[config.mk]
export PLATFORM = sky130hd
export DESIGN_NAME = csc_top
export DESIGN_NICKNAME = d
export VERILOG_FILES = /design/src/verilog/csc_pkg.sv /design/src/verilog/csc_sync.sv /design/src/verilog/csc_chan_dec.sv /design/src/verilog/csc_top.sv
export SDC_FILE = /design/constraint.sdc
export NUM_CORES = 1
export LEC_CHECK = 0
export BUFFER_PORTS_ARGS = -buffer_cell sky130_fd_sc_hd__clkbuf_2
export CAP_MARGIN = 30
export CORE_MARGIN = 2
export CORE_UTILIZATION = 38
export DETAILED_ROUTE_END_ITERATION = 7
export PLACE_DENSITY = 0.75
export SYNTH_ARGS = -nofsm -noshare
export SYNTH_HDL_FRONTEND = slang
export SYNTH_HIERARCHICAL = 1
export SYNTH_SLANG_ARGS = --single-unit
[constraint.sdc]
create_clock -name clk_sys_in -period 1.5 [get_ports clk_sys_in]
set_input_delay 0.3 -clock clk_sys_in [delete_from_list [all_inputs] [get_ports clk_sys_in]]
set_output_delay 0.3 -clock clk_sys_in [all_outputs]
set_load 0.05 [all_outputs]
[src/verilog/csc_pkg.sv]
// constants and types of the capacitive sense control block
package csc_pkg;
   // ************************************************************
   // bus and register map
   // ************************************************************
   localparam int unsigned  CSC_AW            = 12;
   localparam int unsigned  CSC_DW            = 32;
   localparam logic [11:0]  CSC_CTRL_A_ADDR   = 12'h000;
   localparam logic [11:0]  CSC_CHANNEL_ADDR  = 12'h004;
   localparam logic [7:0]   CSC_CTRL_A_RST    = 8'h00;
   localparam logic [7:0]   CSC_CHANNEL_RST   = 8'h00;
   localparam logic [31:0]  CSC_ZERO_WORD     = 32'h0000_0000;

   // ************************************************************
   // field positions
   // ************************************************************
   localparam int unsigned  CSC_ENABLE_BIT    = 7;
   localparam int unsigned  CSC_REFRNG_BIT    = 6;
   localparam int unsigned  CSC_CURRNG_HI     = 3;
   localparam int unsigned  CSC_CURRNG_LO     = 2;
   localparam int unsigned  CSC_DIR_BIT       = 1;
   localparam int unsigned  CSC_T0XS_BIT      = 0;
   localparam int unsigned  CSC_CHAN_HI       = 3;
   localparam int unsigned  CSC_CHAN_LO       = 0;
   localparam int unsigned  CSC_PINS          = 8;

   // ************************************************************
   // codes
   // ************************************************************
   localparam logic [1:0]   CSC_CUR_NONE      = 2'h0;
   localparam logic [1:0]   CSC_CUR_LOW       = 2'h1;
   localparam logic [1:0]   CSC_CUR_MED       = 2'h2;
   localparam logic [1:0]   CSC_CUR_HIGH      = 2'h3;
   localparam logic [1:0]   CSC_T1_SRC_SENSE  = 2'h3;
   localparam logic [3:0]   CSC_CH_LAST_BASE  = 4'h7;
   localparam logic [3:0]   CSC_CH_LAST_WIDE  = 4'hb;
   localparam logic [3:0]   CSC_CH_WIDE_SUB   = 4'h4;

   typedef enum logic [2:0] {
      CSC_MODE_OFF   = 3'b000,
      CSC_MODE_LOW   = 3'b001,
      CSC_MODE_MED   = 3'b010,
      CSC_MODE_HIGH  = 3'b011,
      CSC_MODE_NOISE = 3'b100
   } csc_mode_e;

   typedef enum logic [1:0] {
      CSC_SEL_NONE = 2'b00,
      CSC_SEL_CTRL = 2'b01,
      CSC_SEL_CHAN = 2'b10
   } csc_sel_e;
endpackage

[src/verilog/csc_sync.sv]
// two-stage level synchroniser
`timescale 1ns/1ps
module csc_sync (
   input  wire logic clk_sys_in,
   input  wire logic rst_b_in,
   input  wire logic async_in,
   output logic      sync_out
);
   typedef struct packed {
      logic s1;
      logic s2;
   } csc_sync_s;

   csc_sync_s st;
   csc_sync_s next_st;

   always_comb begin
      next_st    = st;
      next_st.s1 = async_in;
      next_st.s2 = st.s1;
   end

   always_ff @(posedge clk_sys_in or negedge rst_b_in) begin
      if (!rst_b_in) begin
         st <= '0;
      end else begin
         st <= next_st;
      end
   end

   assign sync_out = st.s2;
endmodule // csc_sync

[src/verilog/csc_chan_dec.sv]
// sense channel code to pin one-hot decoder
`timescale 1ns/1ps
module csc_chan_dec
   import csc_pkg::*;
(
   input  wire logic                enable_in,
   input  wire logic                wide_variant_in,
   input  wire logic [3:0]          code_in,
   output logic [CSC_PINS-1:0]      pin_sel_out
);
   logic [3:0] pin_idx;

   always_comb begin
      pin_sel_out = '0;
      pin_idx     = code_in;
      if (code_in > CSC_CH_LAST_BASE) begin
         pin_idx = code_in - CSC_CH_WIDE_SUB;
      end
      if (!enable_in) begin
         pin_sel_out = '0;
      end else if (code_in <= CSC_CH_LAST_BASE) begin
         pin_sel_out[pin_idx[2:0]] = 1'b1;
      end else if (wide_variant_in &&
                   code_in <= CSC_CH_LAST_WIDE) begin
         pin_sel_out[pin_idx[2:0]] = 1'b1;
      end
   end
endmodule // csc_chan_dec

[src/verilog/csc_top.sv]
// capacitive sense control registers, apb slave and clock routing
//
// Design decisions made here: the address map and register access over APB.
`timescale 1ns/1ps
// Notes on behaviour
// - enable bit turns whole sensing function on
// - range bit picks high or low references
// - low range current field: off, low, med, high
// - high range 00 is noise detection
// - status bit one while sourcing current
// - external timer0 source: oscillator or pin
// - internal timer0 source uses fosc over four
// - unused register bits always read zero
// - codes 0 to 7 pick channels 0-7
// - codes 8 to 11 only on wide variant
// - disabled module connects no channel at all
// - all register bits clear on any reset
// - oscillator runs in sleep while enabled
// - timer may count in sleep, evaluate awake
// - timer0 does not count during sleep
// - timer1 source 11 selects sensing oscillator
module csc_top
   import csc_pkg::*;
(
   input  wire logic                clk_sys_in,
   input  wire logic                rst_b_in,
   input  wire logic                psel_in,
   input  wire logic                penable_in,
   input  wire logic                pwrite_in,
   input  wire logic [CSC_AW-1:0]   paddr_in,
   input  wire logic [CSC_DW-1:0]   pwdata_in,
   input  wire logic [3:0]          pstrb_in,
   output logic                     pready_out,
   output logic [CSC_DW-1:0]        prdata_out,
   output logic                     pslverr_out,
   input  wire logic                osc_direction_in,
   input  wire logic                osc_clk_in,
   input  wire logic                wide_variant_in,
   input  wire logic                sleep_in,
   input  wire logic                timer0_clock_source_select_in,
   input  wire logic                timer0_clock_pin_in,
   input  wire logic                fosc_div4_in,
   input  wire logic [1:0]          timer1_clock_select_in,
   input  wire logic                timer1_other_clk_in,
   output logic                     sense_enable_out,
   output logic                     reference_range_select_out,
   output logic [1:0]               current_range_select_out,
   output logic [2:0]               osc_mode_out,
   output logic                     osc_run_out,
   output logic [CSC_PINS-1:0]      sense_pin_out,
   output logic                     timer0_clk_out,
   output logic                     timer0_count_en_out,
   output logic                     timer1_clk_out
);
   // ************************************************************
   // state
   // ************************************************************
   typedef struct packed {
      logic                   enable;
      logic                   ref_range;
      logic [1:0]             cur_range;
      logic                   t0_ext_sel;
      logic [3:0]             chan;
      logic [CSC_DW-1:0]      rdata;
      csc_mode_e              mode;
      logic                   run;
      logic [CSC_PINS-1:0]    pins;
      logic                   t0clk;
      logic                   t0en;
      logic                   t1clk;
   } csc_state_s;

   csc_state_s             st;
   csc_state_s             next_st;
   logic                   dir_sync;
   logic [CSC_PINS-1:0]    pin_dec;
   logic                   setup_ph;
   logic                   access_ph;
   csc_sel_e               acc_sel;
   csc_sel_e               set_sel;

   function automatic csc_sel_e csc_decode(input logic [CSC_AW-1:0] a);
      csc_decode = CSC_SEL_NONE;
      if (a == CSC_CTRL_A_ADDR) begin
         csc_decode = CSC_SEL_CTRL;
      end else if (a == CSC_CHANNEL_ADDR) begin
         csc_decode = CSC_SEL_CHAN;
      end
   endfunction

   function automatic logic capsense_chan_low(input logic [3:0] c);
      capsense_chan_low = (c <= CSC_CH_LAST_BASE);
   endfunction

   // ************************************************************
   // helpers
   // ************************************************************
   csc_sync u_dir_sync (
      .clk_sys_in (clk_sys_in),
      .rst_b_in   (rst_b_in),
      .async_in   (osc_direction_in),
      .sync_out   (dir_sync)
   );

   csc_chan_dec u_chan_dec (
      .enable_in       (st.enable),
      .wide_variant_in (wide_variant_in),
      .code_in         (st.chan),
      .pin_sel_out     (pin_dec)
   );

   assign setup_ph  = psel_in && !penable_in;
   assign access_ph = psel_in && penable_in;
   assign acc_sel   = csc_decode(paddr_in);
   assign set_sel   = acc_sel;

   // ************************************************************
   // next state
   // ************************************************************
   always_comb begin
      next_st = st;
      // register writes take effect at the completing access edge
      if (access_ph && pwrite_in && pstrb_in[0]) begin
         case (acc_sel)
            CSC_SEL_CTRL: begin
               next_st.enable     = pwdata_in[CSC_ENABLE_BIT];
               next_st.ref_range  = pwdata_in[CSC_REFRNG_BIT];
               next_st.cur_range  =
                  pwdata_in[CSC_CURRNG_HI:CSC_CURRNG_LO];
               next_st.t0_ext_sel = pwdata_in[CSC_T0XS_BIT];
            end
            CSC_SEL_CHAN: begin
               next_st.chan = pwdata_in[CSC_CHAN_HI:CSC_CHAN_LO];
            end
            default: begin
               next_st.chan = st.chan;
            end
         endcase
      end
      // read data captured in the setup cycle
      next_st.rdata = CSC_ZERO_WORD;
      if (setup_ph && !pwrite_in) begin
         case (set_sel)
            CSC_SEL_CTRL: begin
               next_st.rdata[CSC_ENABLE_BIT] = st.enable;
               next_st.rdata[CSC_REFRNG_BIT] = st.ref_range;
               next_st.rdata[CSC_CURRNG_HI:CSC_CURRNG_LO] =
                  st.cur_range;
               next_st.rdata[CSC_DIR_BIT]    = dir_sync;
               next_st.rdata[CSC_T0XS_BIT]   = st.t0_ext_sel;
            end
            CSC_SEL_CHAN: begin
               next_st.rdata[CSC_CHAN_HI:CSC_CHAN_LO] = st.chan;
            end
            default: begin
               next_st.rdata = CSC_ZERO_WORD;
            end
         endcase
      end
      // oscillator mode, independent of sleep
      next_st.mode = CSC_MODE_OFF;
      if (st.enable) begin
         case (st.cur_range)
            CSC_CUR_NONE: begin
               next_st.mode = st.ref_range ? CSC_MODE_NOISE
                                           : CSC_MODE_OFF;
            end
            CSC_CUR_LOW:  next_st.mode = CSC_MODE_LOW;
            CSC_CUR_MED:  next_st.mode = CSC_MODE_MED;
            CSC_CUR_HIGH: next_st.mode = CSC_MODE_HIGH;
            default:      next_st.mode = CSC_MODE_OFF;
         endcase
      end
      next_st.run  = (next_st.mode != CSC_MODE_OFF);
      next_st.pins = pin_dec;
      // timer0 clock routing
      if (timer0_clock_source_select_in) begin
         next_st.t0clk = st.t0_ext_sel ? (osc_clk_in && st.run)
                                       : timer0_clock_pin_in;
      end else begin
         next_st.t0clk = fosc_div4_in;
      end
      next_st.t0en = !sleep_in;
      // timer1 keeps counting in sleep
      if (timer1_clock_select_in == CSC_T1_SRC_SENSE) begin
         next_st.t1clk = osc_clk_in && st.run;
      end else begin
         next_st.t1clk = timer1_other_clk_in;
      end
   end

   always_ff @(posedge clk_sys_in or negedge rst_b_in) begin
      if (!rst_b_in) begin
         st       <= '0;
         st.mode  <= CSC_MODE_OFF;
      end else begin
         st <= next_st;
      end
   end

   // ************************************************************
   // outputs
   // ************************************************************
   assign pready_out                 = 1'b1;
   assign pslverr_out = access_ph && (acc_sel == CSC_SEL_NONE);
   assign prdata_out                 = st.rdata;
   assign sense_enable_out           = st.enable;
   assign reference_range_select_out = st.ref_range;
   assign current_range_select_out   = st.cur_range;
   assign osc_mode_out               = st.mode;
   assign osc_run_out                = st.run;
   assign sense_pin_out              = st.pins;
   assign timer0_clk_out             = st.t0clk && st.t0en;
   assign timer0_count_en_out        = st.t0en;
   assign timer1_clk_out             = st.t1clk;
endmodule // csc_top

==> flow_summary.ini <==
[placed_design]
place_inst = 243
globalplace.congestion = 0.775
portBuffers = 59
place_hpwl_mm = 2.32

[layout]
fin_cells = 250
fin_util = 0.453
fin_nets = 263
synthToLayoutAreaGrowth_pct = 15.1
drive_above_1_share = 0.480
multi_input_area_um2 = 636
n_antenna_cell = 0
fillers = 420
seqCellArea_um2 = 801

[critical_path]
critical_path_class = reg2reg
path_max_fanout = 5
ff2ff_setup_slack_ps = 40
r2r-start = st[50]
cp-end-kind = register
rr_endpoint = sense_pin_out[1]
cp-start-kind = register
arrival_ps = 1600
ff2ff_path_depth = 4
cp_data_required_time_ps = 1640

[route]
via_count = 1106
drc = 0
drt_iter0_drc = 54
routed_wl_mm = 2.83
drtAntennaViolNets = 0
first_pass_iters = 4
wl_per_cell_um = 11.3
vias_per_cell = 4.42

[die]
initial_core_util = 0.394
rows = 24
die_width_um = 71.0
fp.dieH_um = 71.0
io_pins = 116
core_um2 = 4320
dieArea_um2 = 5040

[sta]
report.final.slew_viol_count = 0
grt_setup_unrepaired = true
period_minus_slack_ps = 1460
fin_skew_ps = 8.59
setup_tns_ps = 0
hold_viol = 0
max_freq_ghz = 0.686
post-route-period-util = 0.972
setup-violations-final = 0

[global_routing]
antenna_found_initial = 0
globalRouteOverflowTotal = 0
grt_max_degree = 33
track_usage = 0.122
first_global_vias = 1094
grt_first_pass_wirelength_mm = 4.72

[synthesis]
synth_area_um2 = 1700
synth_cells = 146
seq_area_frac_synth = 0.470
synth.distinct_cells = 29
avgSynthCellArea_um2 = 11.7
synth_warnings = 6
ys_seq_elements = 32

[cts]
ctsHtreeMaxLevel = 2
cts_buffer_depth = 2
cts.sinks = 32
cts_tree = done
worstSkewPairLatency_ps = 280
clockRootBuffer = clkbuf_8
postCtsSetupBuffers = 0
holdBufCountCts = 0
numCtsBuffers = 5
clk_pin_slew_worst_paths_ps = 60

[power_and_ir_drop]
pwr_density_cell_nw_per_um2 = 894
power_leakage_uw = 0.00106
ir_drop_v = 0.000442

[status]
status = completed

[flow_run]
drv_cap = 0

[min_path]
hold_class = in2async
## where the power goes
part / switching (µW) / leakage, µW / internal, µW
logic: 226 / 0.000582 / 54.0
registers: 2.19 / 0.000436 / 871
clock network: 286 / 0.0000410 / 314
total: 514 / 0.00106 / 1240
## kinds of logic (layout without fill, tap and decap cells)
family,count (synthesis),in the layout,share of synthesized area
simple gates,32,32,0.125
buf+inv,53,80,0.223
fa+ha+maj,2,2,0.0147
flops,32,32,0.470
other cells,2,27,0.00441
compound gates,12,12,0.0712
mux,13,13,0.0918
## sequential cells by signal, summed over array words and instances (netlist names), 2 cells and up
name                      cells
osc_mode_out                  3
prdata_out                    6
st                            6
current_range_select_out      2
sense_pin_out                 8
## per-stage QoR
stage / area, µm² / setup slack (ps) / power, µW / hold slack, ps
6_report: 1960 / 41.6 / 1750 / 27.4
5_1_grt: 1960 / -43.5 / 1840 / 51.2
4_1_cts: 1950 / 24.3 / 1780 / 29.8
3_5_place_dp: 1870 / -155 / 1170 / 338
3_3_place_gp: 1870 / -105 / 1170 / 337
2_1_floorplan: 1800 / -5.59 / 1140 / 4.41
## cell usage in the layout (no fill, tap or decap), types with 3 or more instances in the layout
cell type	count
mux2_4	4
conb_1	27
a2111oi_2	5
and2_1	5
mux2i_1	4
mux2_2	5
inv_1	4
dfrtp_1	32
a2111oi_1	3
clkbuf_2	58
nand2_1	6
nor2_1	7
buf_4	9
clkbuf_8	5
## critical path: stages, from the launching register on
cell and delay (ps):
dfrtp_1 420, inv_1 80, ha_2 390, inv_1 120
a2111oi_1 310
## Yosys cell counts, drive strengths merged
| cell type | n | area share |
|---|---|---|
| buf | 48 | 0.21 |
| mux2 | 9 | 0.068 |
| o21ai | 1 | 0.0029 |
| a31oi | 2 | 0.0073 |
| nor2 | 7 | 0.015 |
| conb | 2 | 0.0044 |
| o31a | 1 | 0.0051 |
| nor2b | 1 | 0.0081 |
| or2 | 1 | 0.0037 |
| nand3 | 1 | 0.0029 |
| and4 | 1 | 0.0051 |
| ha | 2 | 0.015 |
| inv | 5 | 0.011 |
| nand2 | 6 | 0.013 |
| nand4 | 2 | 0.0073 |
| nor3 | 2 | 0.0059 |
| a2111oi | 8 | 0.056 |
| and2 | 5 | 0.018 |
| nor3b | 1 | 0.0044 |
| nor4 | 2 | 0.025 |
| dfrtp | 32 | 0.47 |
| mux2i | 4 | 0.023 |
| nand2b | 3 | 0.015 |
## repair_timing
item,4_1_cts,5_1_grt
hold endpoints to repair,0,0
resized for setup,0,4
setup endpoints to repair,0,6
## per-layer routing
layer	part of all wire	up-vias	track usage
met4	0.0081	0	0.0377
li1	-	521	-
met5	0	-	0
met2	0.50	64	0.208
met1	0.37	519	0.132
met3	0.11	2	0.0613
## worst max path at each step
| stage | startpoint | endpoint | slack [ps] |
|---|---|---|---|
| after floorplan | paddr_in[1] | st[47] | -6 |
| after global placement | paddr_in[5] | st[49] | -100 |
| after detailed placement | paddr_in[9] | st[47] | -150 |
| after CTS | paddr_in[5] | pslverr_out | 20 |
| after global routing | st[50] | sense_pin_out[1] | -40 |
| final | st[50] | sense_pin_out[1] | 40 |
## final cells by class
cell class / count / share of cell area
inverters: 5 / 0.00957
clock inverters: 1 / 0.00255
multi-input cells: 86 / 0.324
repair buffers: 68 / 0.185
flip-flops and latches: 32 / 0.408
well taps: 52 / 0.0332
clock buffers: 6 / 0.0370
(Power assumes the default switching activity.)
